File: src/mifc_pkg.sv
// mifc_pkg: constants, enums and structs for the motor input function control block
// assumes a single 40 MHz clock domain
package mifc_pkg;

    // ------------------------------------------------------------
    // sizes
    // ------------------------------------------------------------
    localparam int NUM_IN = 5;
    localparam int FUNC_W = 5;
    localparam int IDX_W = 3;

    // ------------------------------------------------------------
    // function codes
    // ------------------------------------------------------------
    localparam logic [4:0] FN_NONE = 5'h00;
    localparam logic [4:0] FN_RUN = 5'h01;
    localparam logic [4:0] FN_DIR = 5'h02;
    localparam logic [4:0] FN_COAST = 5'h05;
    localparam logic [4:0] FN_STOPMODE = 5'h06;
    localparam logic [4:0] FN_COMBINED = 5'h07;
    localparam logic [4:0] FN_ALMCLR = 5'h08;
    localparam logic [4:0] FN_IDX0 = 5'h0A;
    localparam logic [4:0] FN_IDX1 = 5'h0B;
    localparam logic [4:0] FN_IDX2 = 5'h0C;
    localparam logic [4:0] FN_HALT = 5'h0D;
    localparam logic [4:0] FN_PWREN = 5'h0E;
    localparam logic [4:0] FN_STOPREQ = 5'h11;
    localparam logic [4:0] FN_EXTFAULT = 5'h15;

    // ------------------------------------------------------------
    // timing
    // ------------------------------------------------------------
    localparam longint CLK_HZ = 40000000;
    localparam longint CLR_HOLD_MS = 500;
    // longer than 0.5 s: least time, rounded up
    localparam longint CLR_HOLD_CYC = (CLR_HOLD_MS * CLK_HZ + 999) / 1000;
    localparam int CNT_W = 25;

    // ------------------------------------------------------------
    // types
    // ------------------------------------------------------------
    typedef enum logic [1:0] {
        CLR_IDLE = 2'b00,
        CLR_LOW = 2'b01,
        CLR_HIGH = 2'b10,
        CLR_ARMED = 2'b11
    } mifc_clr_state_type;

    typedef enum logic [1:0] {
        MOT_WAIT = 2'b00,
        MOT_STOPPED = 2'b01,
        MOT_RUN = 2'b10,
        MOT_STOPPING = 2'b11
    } mifc_mot_state_type;

    // decoded command set
    typedef struct packed {
        logic run;
        logic dir;
        logic clockwise_run_input;
        logic counterclockwise_run_input;
        logic coast;
        logic stopmode;
        logic combined;
        logic almclr;
        logic halt;
        logic pwren;
        logic stopreq;
        logic extfault;
        logic [2:0] idx;
    } mifc_cmd_type;

    // motor drive command
    typedef struct packed {
        logic power;
        logic run;
        logic ccw;
        logic fast_stop;
        logic brake_release;
    } mifc_drive_type;

endpackage

File: src/mifc_sync.sv
// mifc_sync: two-flop synchroniser with active-level option per input
// assumes inputs are asynchronous levels from switches
`timescale 1ns/1ps
`default_nettype none
module mifc_sync
    import mifc_pkg::*;
(
    input wire logic i_mclk,
    input wire logic i_rstn,
    input wire logic [NUM_IN-1:0] i_pins,
    input wire logic [NUM_IN-1:0] i_open_active,
    output logic [NUM_IN-1:0] o_on
);
    logic [NUM_IN-1:0] meta_q;
    logic [NUM_IN-1:0] sync_q;
    logic [NUM_IN-1:0] on_q;
    wire logic [NUM_IN-1:0] level_d = sync_q ^ i_open_active;

    always_ff @(posedge i_mclk or negedge i_rstn) begin
        if (!i_rstn) begin
            meta_q <= '0;
            sync_q <= '0;
            on_q <= '0;
        end else begin
            meta_q <= i_pins;
            sync_q <= meta_q;
            on_q <= level_d;
        end
    end

    assign o_on = on_q;
endmodule
`default_nettype wire

File: src/mifc_clr_seq.sv
// mifc_clr_seq: timed off-on-off alarm clear sequence detector
// assumes the clear level is already synchronised
`timescale 1ns/1ps
`default_nettype none
module mifc_clr_seq
    import mifc_pkg::*;
#(
    parameter logic [CNT_W-1:0] HOLD_CYC = CNT_W'(CLR_HOLD_CYC)
)
(
    input wire logic i_mclk,
    input wire logic i_rstn,
    input wire logic i_enable,
    input wire logic i_level,
    output logic o_clear
);
    mifc_clr_state_type st_q, st_d;
    logic [CNT_W-1:0] cnt_q;
    logic clear_q;
    wire logic held = (cnt_q >= HOLD_CYC);
    wire logic moved = (st_d != st_q);

    always_comb begin
        st_d = st_q;
        case (st_q)
            CLR_IDLE: if (!i_level) st_d = CLR_LOW;
            CLR_LOW: begin
                if (i_level) st_d = held ? CLR_HIGH : CLR_IDLE;
            end
            CLR_HIGH: begin
                if (!i_level) st_d = CLR_IDLE;
                else if (held) st_d = CLR_ARMED;
            end
            CLR_ARMED: if (!i_level) st_d = CLR_IDLE;
            default: st_d = CLR_IDLE;
        endcase
        if (!i_enable) st_d = CLR_IDLE;
    end

    always_ff @(posedge i_mclk or negedge i_rstn) begin
        if (!i_rstn) begin
            st_q <= CLR_IDLE;
            cnt_q <= '0;
            clear_q <= 1'b0;
        end else begin
            st_q <= st_d;
            if (moved) cnt_q <= '0;
            else if (!held) cnt_q <= cnt_q + 1'b1;
            // off, on, then off completes the sequence
            clear_q <= i_enable && st_q == CLR_ARMED && !i_level;
        end
    end

    assign o_clear = clear_q;
endmodule
`default_nettype wire

File: src/mifc_top.sv
// mifc_top: decodes programmable digital inputs into motor commands
// assumes one 40 MHz clock; config and status are plain ports
// Contract
// - each input picks closed or open circuit as its ON state
// - function code 0 gives no control effect
// - single style: run input runs motor, direction input ON means counter-clockwise
// - dual style: forward runs clockwise, reverse counter-clockwise, OFF stops
// - forward and reverse both ON stop motor when conflict option is 1
// - stop-method input ON stops instantly, OFF ramps down
// - coast input cuts motor power and drops the holding brake release output (brake locked)
// - combined input is emergency halt normally, alarm clear while alarmed
// - alarm clears after off over 0.5 s, on over 0.5 s, then off
// - alarm clear ignored while a run command is ON
// - functions 10, 11, 12 are index bits 0, 1, 2
// - emergency halt stops instantly and blocks running until released
// - during emergency halt the holding brake locks once motor stopped
// - power enable OFF cuts power and waits; ON enables servo
// - stop request stops motor by selected method, OFF resumes
// - external fault raises alarm, resettable only while input OFF
// - index bits form data number 0 to 7, bit 2 most significant
`timescale 1ns/1ps
`default_nettype none
module mifc_top
    import mifc_pkg::*;
#(
    parameter logic [CNT_W-1:0] CLR_HOLD = CNT_W'(CLR_HOLD_CYC)
)
(
    input wire logic i_mclk,
    input wire logic i_rstn,
    input wire logic [NUM_IN-1:0] i_pins,
    input wire logic [NUM_IN-1:0] i_open_active,
    input wire logic [NUM_IN*FUNC_W-1:0] i_func_codes,
    input wire logic i_dual_command_style,
    input wire logic i_conflict_stop,
    input wire logic i_motor_stopped,
    input wire logic i_internal_alarm,
    output logic o_power,
    output logic o_run,
    output logic o_ccw,
    output logic o_fast_stop,
    output logic o_holding_brake_output,
    output logic o_servo_wait,
    output logic o_alarm,
    output logic o_ext_alarm,
    output logic [IDX_W-1:0] o_data_index
);
    // ------------------------------------------------------------
    // input conditioning
    // ------------------------------------------------------------
    logic [NUM_IN-1:0] on_lv;

    mifc_sync u_sync (
        .i_mclk(i_mclk),
        .i_rstn(i_rstn),
        .i_pins(i_pins),
        .i_open_active(i_open_active),
        .o_on(on_lv)
    );

    // ------------------------------------------------------------
    // function decode
    // ------------------------------------------------------------
    // OR of every ON input whose function code matches
    function automatic logic any_on(input logic [NUM_IN*FUNC_W-1:0] codes,
                                    input logic [NUM_IN-1:0] lv,
                                    input logic [FUNC_W-1:0] fn);
        logic r;
        r = 1'b0;
        for (int k = 0; k < NUM_IN; k++) begin
            if (codes[k*FUNC_W +: FUNC_W] == fn && fn != FN_NONE) r = r | lv[k];
        end
        return r;
    endfunction

    mifc_cmd_type cmd;
    assign cmd.run = any_on(i_func_codes, on_lv, FN_RUN);
    assign cmd.dir = any_on(i_func_codes, on_lv, FN_DIR);
    assign cmd.clockwise_run_input = cmd.run;
    assign cmd.counterclockwise_run_input = cmd.dir;
    assign cmd.coast = any_on(i_func_codes, on_lv, FN_COAST);
    assign cmd.stopmode = any_on(i_func_codes, on_lv, FN_STOPMODE);
    assign cmd.combined = any_on(i_func_codes, on_lv, FN_COMBINED);
    assign cmd.almclr = any_on(i_func_codes, on_lv, FN_ALMCLR);
    assign cmd.halt = any_on(i_func_codes, on_lv, FN_HALT);
    assign cmd.pwren = any_on(i_func_codes, on_lv, FN_PWREN);
    assign cmd.stopreq = any_on(i_func_codes, on_lv, FN_STOPREQ);
    assign cmd.extfault = any_on(i_func_codes, on_lv, FN_EXTFAULT);
    assign cmd.idx = {any_on(i_func_codes, on_lv, FN_IDX2),
                      any_on(i_func_codes, on_lv, FN_IDX1),
                      any_on(i_func_codes, on_lv, FN_IDX0)};

    // ------------------------------------------------------------
    // alarm handling
    // ------------------------------------------------------------
    logic ext_alarm_q;
    logic alarm_latched_q;
    logic clear_pulse;
    wire logic alarm_any = ext_alarm_q | alarm_latched_q;
    wire logic halt_eff = cmd.halt | (cmd.combined & ~alarm_any);
    wire logic clr_level = cmd.almclr | (cmd.combined & alarm_any);
    wire logic op_cmd = cmd.run | cmd.dir & i_dual_command_style;
    wire logic clr_enable = alarm_any & ~op_cmd & ~cmd.extfault;

    mifc_clr_seq #(
        .HOLD_CYC(CLR_HOLD)
    ) u_clr (
        .i_mclk(i_mclk),
        .i_rstn(i_rstn),
        .i_enable(clr_enable),
        .i_level(clr_level),
        .o_clear(clear_pulse)
    );

    always_ff @(posedge i_mclk or negedge i_rstn) begin
        if (!i_rstn) begin
            ext_alarm_q <= 1'b0;
            alarm_latched_q <= 1'b0;
        end else begin
            // set wins over clear
            if (cmd.extfault) ext_alarm_q <= 1'b1;
            else if (clear_pulse) ext_alarm_q <= 1'b0;
            if (i_internal_alarm) alarm_latched_q <= 1'b1;
            else if (clear_pulse) alarm_latched_q <= 1'b0;
        end
    end

    // ------------------------------------------------------------
    // run request and direction
    // ------------------------------------------------------------
    wire logic sc_run = cmd.run;
    wire logic dc_conflict = cmd.clockwise_run_input & cmd.counterclockwise_run_input & i_conflict_stop;
    wire logic dc_run = (cmd.clockwise_run_input | cmd.counterclockwise_run_input) & ~dc_conflict;
    wire logic want_run = i_dual_command_style ? dc_run : sc_run;
    wire logic want_ccw = i_dual_command_style ? (cmd.counterclockwise_run_input & ~cmd.clockwise_run_input) : cmd.dir;
    wire logic inhibit = halt_eff | cmd.stopreq | alarm_any | cmd.coast;
    wire logic run_ok = want_run & ~inhibit & cmd.pwren;

    // ------------------------------------------------------------
    // motor state
    // ------------------------------------------------------------
    mifc_mot_state_type mst_q, mst_d;
    logic fast_q;
    logic ccw_q;

    always_comb begin
        mst_d = mst_q;
        case (mst_q)
            MOT_WAIT: if (cmd.pwren) mst_d = MOT_STOPPED;
            MOT_STOPPED: if (run_ok) mst_d = MOT_RUN;
            MOT_RUN: if (!run_ok) mst_d = MOT_STOPPING;
            MOT_STOPPING: begin
                if (run_ok) mst_d = MOT_RUN;
                else if (i_motor_stopped) mst_d = MOT_STOPPED;
            end
            default: mst_d = MOT_WAIT;
        endcase
        if (!cmd.pwren) mst_d = MOT_WAIT;
    end

    wire logic stop_fast = cmd.stopmode | halt_eff;

    always_ff @(posedge i_mclk or negedge i_rstn) begin
        if (!i_rstn) begin
            mst_q <= MOT_WAIT;
            fast_q <= 1'b0;
            ccw_q <= 1'b0;
        end else begin
            mst_q <= mst_d;
            fast_q <= stop_fast;
            if (run_ok) ccw_q <= want_ccw;
        end
    end

    // ------------------------------------------------------------
    // outputs
    // ------------------------------------------------------------
    mifc_drive_type drv_q;
    logic [IDX_W-1:0] idx_q;
    wire logic running = (mst_q == MOT_RUN);
    wire logic powered = (mst_q != MOT_WAIT) & ~cmd.coast;
    // brake released while powered, locked under halt once stopped
    wire logic brake_rel = powered & ~(halt_eff & i_motor_stopped);

    always_ff @(posedge i_mclk or negedge i_rstn) begin
        if (!i_rstn) begin
            drv_q <= '0;
            idx_q <= '0;
        end else begin
            drv_q.power <= powered;
            drv_q.run <= running & ~cmd.coast;
            drv_q.ccw <= ccw_q;
            drv_q.fast_stop <= fast_q;
            drv_q.brake_release <= brake_rel;
            idx_q <= cmd.idx;
        end
    end

    assign o_power = drv_q.power;
    assign o_run = drv_q.run;
    assign o_ccw = drv_q.ccw;
    assign o_fast_stop = drv_q.fast_stop;
    assign o_holding_brake_output = drv_q.brake_release;
    assign o_servo_wait = (mst_q == MOT_WAIT);
    assign o_alarm = alarm_any;
    assign o_ext_alarm = ext_alarm_q;
    assign o_data_index = idx_q;
endmodule
`default_nettype wire

File: config.mk
export PLATFORM = sky130hd
export DESIGN_NAME = mifc_top
export DESIGN_NICKNAME = d
export VERILOG_FILES = /design/src/mifc_pkg.sv /design/src/mifc_sync.sv /design/src/mifc_clr_seq.sv /design/src/mifc_top.sv
export SDC_FILE = /design/constraint.sdc
export NUM_CORES = 1
export LEC_CHECK = 0
export ABC_AREA = 1
export BUFFER_PORTS_ARGS = -buffer_cell sky130_fd_sc_hd__buf_2
export CAP_MARGIN = 15
export CORE_MARGIN = 2
export CORE_UTILIZATION = 56
export DETAILED_ROUTE_END_ITERATION = 10
export GPL_TIMING_DRIVEN = 0
export PLACE_DENSITY = 0.78
export SLEW_MARGIN = 20
export SYNTH_ARGS = -nofsm -noshare
export SYNTH_HDL_FRONTEND = slang
export SYNTH_SLANG_ARGS = --single-unit
export TNS_END_PERCENT = 10
File: constraint.sdc
create_clock -name i_mclk -period 2.4 [get_ports i_mclk]
set_clock_uncertainty 0.1 [all_clocks]
set_input_delay 0.36 -clock i_mclk [delete_from_list [all_inputs] [get_ports i_mclk]]
set_output_delay 0.36 -clock i_mclk [all_outputs]
set_load 0.005 [all_outputs]
# Yosys cells after proc, flatten, opt, wreduce, memory -nomap -nowiden
# Index checks and enable logic that the tools add are counted.
# word_totals
register_bits,57
inputBits,41
out_inout_bits,11
# op_classes
add_sub_neg,1
magnitude_cmp,1
eq_ne,76
muxes,86
n_bitwise,85
reduce_logical,9
# ops
operator,n
"equality test 5 x 4 -> 1 bit, second input constant",30
"equality test 5 x 3 -> 1 bit, second input constant",15
2-to-1 mux 1 bit,70
OR 1 bit,61
"equality test 5 bit, second input constant",10
2-to-1 mux 25 bit,2
"adder 25 x 1 -> 25 bit, second input constant",1
"equality test 5 x 1 -> 1 bit, second input constant",5
"equality test 5 x 2 -> 1 bit, second input constant",5
">= comparator 25 bit, second input constant",1
2-to-1 mux 2 bit,12
one-hot mux 2 bit (4 select lines),2
AND 1 bit,15
"equality test 2 bit, second input constant",4
NOT 1 bit,8
"!= test 3 bit, second input constant",2
nonzero test 2 bit,3
bitwise XOR 5 bit,1
"equality test 2 x 1 -> 1 bit, second input constant",2
logical NOT 2 bit,2
"!= test 4 bit, second input constant",1
AND reduction 3 bit,1
logical AND 1 bit,2
!= test 2 bit,1
2 further kinds,2

# Logic depth before layout (Yosys ltp)
# logic_depth
depth_word,21
ltp_mapped,16
mapped_depth_nobuf,16

# Modules after synthesis
# Synthesis repeated with hierarchy kept, for this count alone.
# unflattened
hier_cells,537
area_unflattened_um2,3791.1
# by_module_without_submodules
mod,n_inst,cells_each,area_each_um2,seq_area_each_um2
mifc_clr_seq,1,236,1804.2,700.7
mifc_top,1,261,1517.7,350.3
mifc_sync,1,40,469.2,375.4

# Worst setup path before layout
# No wires, ideal clock.
# synth_path
path_type,reg-to-reg
from,reg u_clr.cnt_q[22]
to,reg u_clr.cnt_q[11]
arrival_ns,1.686
slack_ns,0.493
path_stages_with_launch,14
path_buffers,1
synth_period_minus_slack_ns,1.907
cell_sequence,dfrtp_1 inv_2 nand2_1 nor2_1 nor2b_4 nand3_2 nand2_4 nand2_1 nand2_1 nand3_2 xor2_2 nand2_4 buf_6 nor2_2
# synth_between
elab_chain_len,7
elab_cells_between_ends,10
# synth_lines
element,line,source
"start, declared",mifc_clr_seq.sv:18,logic [CNT_W-1:0] cnt_q;
"start signal, assigned",mifc_clr_seq.sv:48,else if (!held) cnt_q <= cnt_q + 1'b1;
>= comparator 25 bit *,mifc_clr_seq.sv:20,wire logic held = (cnt_q >= HOLD_CYC);
"2-to-1 mux 2 bit, on equally long branches","mifc_clr_seq.sv:32, mifc_clr_seq.sv:28",
"2-to-1 mux 2 bit, on equally long branches","mifc_clr_seq.sv:31, mifc_clr_seq.sv:28",
one-hot mux 2 bit (4 select lines),mifc_clr_seq.sv:25,case (st_q)
2-to-1 mux 2 bit,mifc_clr_seq.sv:37,if (!i_enable) st_d = CLR_IDLE;
!= test 2 bit,mifc_clr_seq.sv:21,wire logic moved = (st_d != st_q);
!= test 2 bit (no source line) / 2-to-1 mux 25 bit (equally long branches),n/a,
# Every way passes the cells marked *; elsewhere a longest branch is shown, timed or not.
# A chain may end at the register's enable or synchronous reset.

# Worst setup path in the final report
# layout_path
from,reg u_clr.cnt_q[22]
to,reg u_clr.cnt_q[10]
# Same word-level chain as after synthesis.

==> summary.txt <==
Outcome
  • Status: completed

Critical path
  • Worst R2R End: u_clr.cnt_q[10]$_DFFE_PN0P_
  • CP startpoint: u_clr.cnt_q[22]$_DFFE_PN0P_
  • Reg2reg path depth: 13
  • R2r startpoint: u_clr.cnt_q[22]$_DFFE_PN0P_
  • CP max FO: 10
  • R2R Setup Slk: 0.22 ns
  • Crit. End Element: flop
  • Crit Path Class: flop to flop
  • Critical Path Start Type: flop
  • WP data arrival: 2.30 ns
  • CP required: around 2.5 ns

Detailed routing
  • DRT iter0 DRCs: 185
  • DRT Pass-1 Iters: 5
  • DR WL/cell: 12.7 um
  • Final ANT Viol Nets: 0
  • Vias: 3,359
  • WL final: 8320 um
  • Drc violations: 0
  • Vias per cell: 5.14

Yosys
  • Post-synthesis register bit count: 57
  • Sequential fraction of the synthesis area: 39.3%
  • Post-synth EDFFs: 0
  • Post-synth top area share: just under 40%
  • Async set-reset flop share out of synthesis: 100%
  • Area leader, netlist: dfrtp_1
  • Top_reg_cell synth: dfrtp_1
  • Warnings, synthesis: 0
  • Synth cell types: 36
  • Top-count cell post-synth: nand2_1
  • Mapped cell area: 3630 um^2
  • Cells after Synth: between 500 and 600
  • Syn nets: approximately 550
  • Top cells by area, synth: dfrtp_1 39%, nand2_1 13%, nor2_1 8.6%
  • Avg Inst Size Synth: 7.14 um^2
  • Most common library cells after synthesis: 124 x nand2_1, 83 x nor2_1, 72 x inv_1, 57 x dfrtp_1, 52 x nand3_1

Placement
  • IO buf count: 51
  • DP Wirelength: 6220 um
  • Final GP Congestion: 0.922

Timing
  • Min Tclk post-route: 2.18 ns
  • Final setup fails: 0
  • Max Fclk: approximately 460 MHz
  • Worst slew pin tran: 0.716 ns
  • Crit share post-route: about nine tenths
  • Final Max Tran Viols: 0
  • Fin. Hold Viols: 0
  • Setup TNS: 0 ns
  • Unrepaired setup endpoints after global routing: no
  • Slew Limit Headroom: 52.3%

Floorplanning
  • CORE AREA: 6310 um^2
  • I/O pins: 52
  • Rows: 29
  • Die ar.: just over 7000 um^2
  • Die X-Extent: 84.5 um
  • Initial Util: 57.5%
  • Die Y: 84.5 um

Hold path
  • Worst Hold Launch: i_pins[1]
  • Hold path cells: 1
  • Hold Path End: u_sync.meta_q[1]$_DFF_PN0_
  • Hold/Removal Path Class: primary input to flop

Power
  • Total chip power: 2240 uW
  • Power density cells: 536 nW/um^2
  • VDD IR-drop max: 0.460 mV
  • Leak: around 0.0022 uW

Layout
  • Fraction of layout cells with a size suffix above 1: 20.3%
  • Nets: 615
  • FILL cells: 561
  • Antenna diodes: 0
  • Area delta synth->final: 15.1%

Global route
  • Remaining global-route overflow: 0
  • Initial antenna violation count: 0
  • Largest net degree at the start of global routing: 58
  • Global-route wire length before repair: 13,900 um
  • Number of global-route vias before repair: 3,251
  • GRT Total Usage: 24.7%

CTS
  • Clock slew at reported path FFs: around 0.070 ns
  • Num Clock Sinks: 57
  • Clock latency at the later pin of the worst-skew pair: 0.34 ns
  • CTS tree: yes
  • H-tree depth: 3
  • Num CTS Buffers: 9
  • Clock Tree Root: clkbuf_8
  • Max Root-Sink Buffers: 2

Flow run
  • Max-Cap Viols: 0
==> final cells by class <==
cell class | count | area (um^2) | area share [%]
Sequential cell | 57 | 1430 | 34.2
Tap cell | 77 | 96.3 | 2.31
Timing Repair Buffer | 53 | 278 | 6.65
Clock buffer | 11 | 141 | 3.39
Clock inverter | 5 | 31.3 | 0.749
Multi-Input combinational cell | 370 | 1880 | 45.1
Inverter | 78 | 293 | 7.01
Buffer | 3 | 27.5 | 0.659
==> logic make-up (layout without fill, tap and decap cells) <==
group	Yosys count	count (layout)	synth area share, %
AND/OR/NAND/NOR	316	316	39.8
adder cells (fa/ha/maj)	2	2	0.690
buffers and inverters	81	150	8.83
AO/OA/AOI/OAI	26	26	4.83
flip-flops	57	57	39.3
XOR/XNOR	26	26	6.49
==> worst max path at each step <==
| stage | end | slack (ns) | cells after the start |
|---|---|---|---|
| 3_3_place_gp | u_clr.cnt_q[11]$_DFFE_PN0P_ | 0.22 | 16 |
| 3_5_place_dp | u_clr.cnt_q[10]$_DFFE_PN0P_ | 0.17 | 17 |
| 2_1_floorplan | u_clr.cnt_q[11]$_DFFE_PN0P_ | 0.49 | 13 |
| 5_1_grt | u_clr.cnt_q[10]$_DFFE_PN0P_ | 0.01 | 13 |
| 4_1_cts | u_clr.cnt_q[10]$_DFFE_PN0P_ | 0.20 | 13 |
| 6_report | u_clr.cnt_q[10]$_DFFE_PN0P_ | 0.22 | 13 |
==> metrics by stage <==
| step | instance area (um^2) | hold slack (ns) | setup WS, ns | std cells | util (%) |
|---|---|---|---|---|---|
| global placement | 3980 | 0.232 | 0.225 | 636 | 63.0 |
| finish | 4170 | 0.0299 | 0.222 | 654 | 66.1 |
| CTS | 4160 | 0.00555 | 0.199 | 653 | 66.0 |
| detailed placement | 3980 | 0.235 | 0.169 | 636 | 63.1 |
| floorplan | 3630 | -0.0356 | 0.493 | 508 | - |
| global route | 4170 | 0.00291 | 0.0110 | 654 | 66.1 |
==> flip-flops by register name (all words and copies together), names as in the netlist, 2 cells and up <==
name and flops:
u_sync.sync_q 5, o_data_index 3, u_clr.st_q 2, u_sync.o_on 5, u_sync.meta_q 5, u_clr.cnt_q 25, mst_q 2
==> worst max-delay path, stage by stage, from the launching register on <==
cell and delay, ns:
dfrtp_1 0.44, inv_2 0.06, nand2_1 0.06, nor2_1 0.14
nor2b_4 0.22, nand3_2 0.12, nand2_4 0.17, nand2_1 0.08
nand2_1 0.08, nand3_2 0.09, xor2_2 0.18, nand2_4 0.11
buf_6 0.18, nor2_2 0.05
==> layout by cell type (no fill, tap or decap), types with 2 or more instances in the layout <==
cell and instances:
a21oi_1 3, a22oi_1 2, buf_2 51, buf_6 2, clkbuf_8 10, clkinv_2 3, dfrtp_1 57, dlygate4sd3_1 2
ha_1 2, inv_1 72, inv_2 6, nand2_1 124, nand2_2 4, nand2_4 2, nand3_1 52, nand3_2 3
nand4_1 13, nor2_1 83, nor2_2 22, nor2_4 3, nor3_1 3, nor4_1 3, o21ai_0 8, o21ai_2 3
o22ai_1 3, xnor2_1 7, xor2_1 18
==> power breakdown <==
group          switching [uW]  total, uW  internal [uW]
combinational             253        392            139
sequential               34.4       1040           1010
clock                     402        801            399
==> routing by layer <==
metal  share of wire [%]  track usage [%]  vias up  wire (um)
met5                   0                0        -          0
met2                  49             43.1      103       4060
met1                  44             29.2     1526       3630
li1                    -                -     1716          -
met4                 2.0             9.67        0        165
met3                 5.5             6.29       14        459
==> what timing repair did <==
| action | in CTS | in global routing |
|---|---|---|
| hold endpoints to repair | 52 | 1 |
| hold buffers | 1 | 1 |
| gates resized for setup | 0 | 0 |
| buffers inserted | 0 | 0 |
Note: power is estimated with default switching activity, not from simulation.
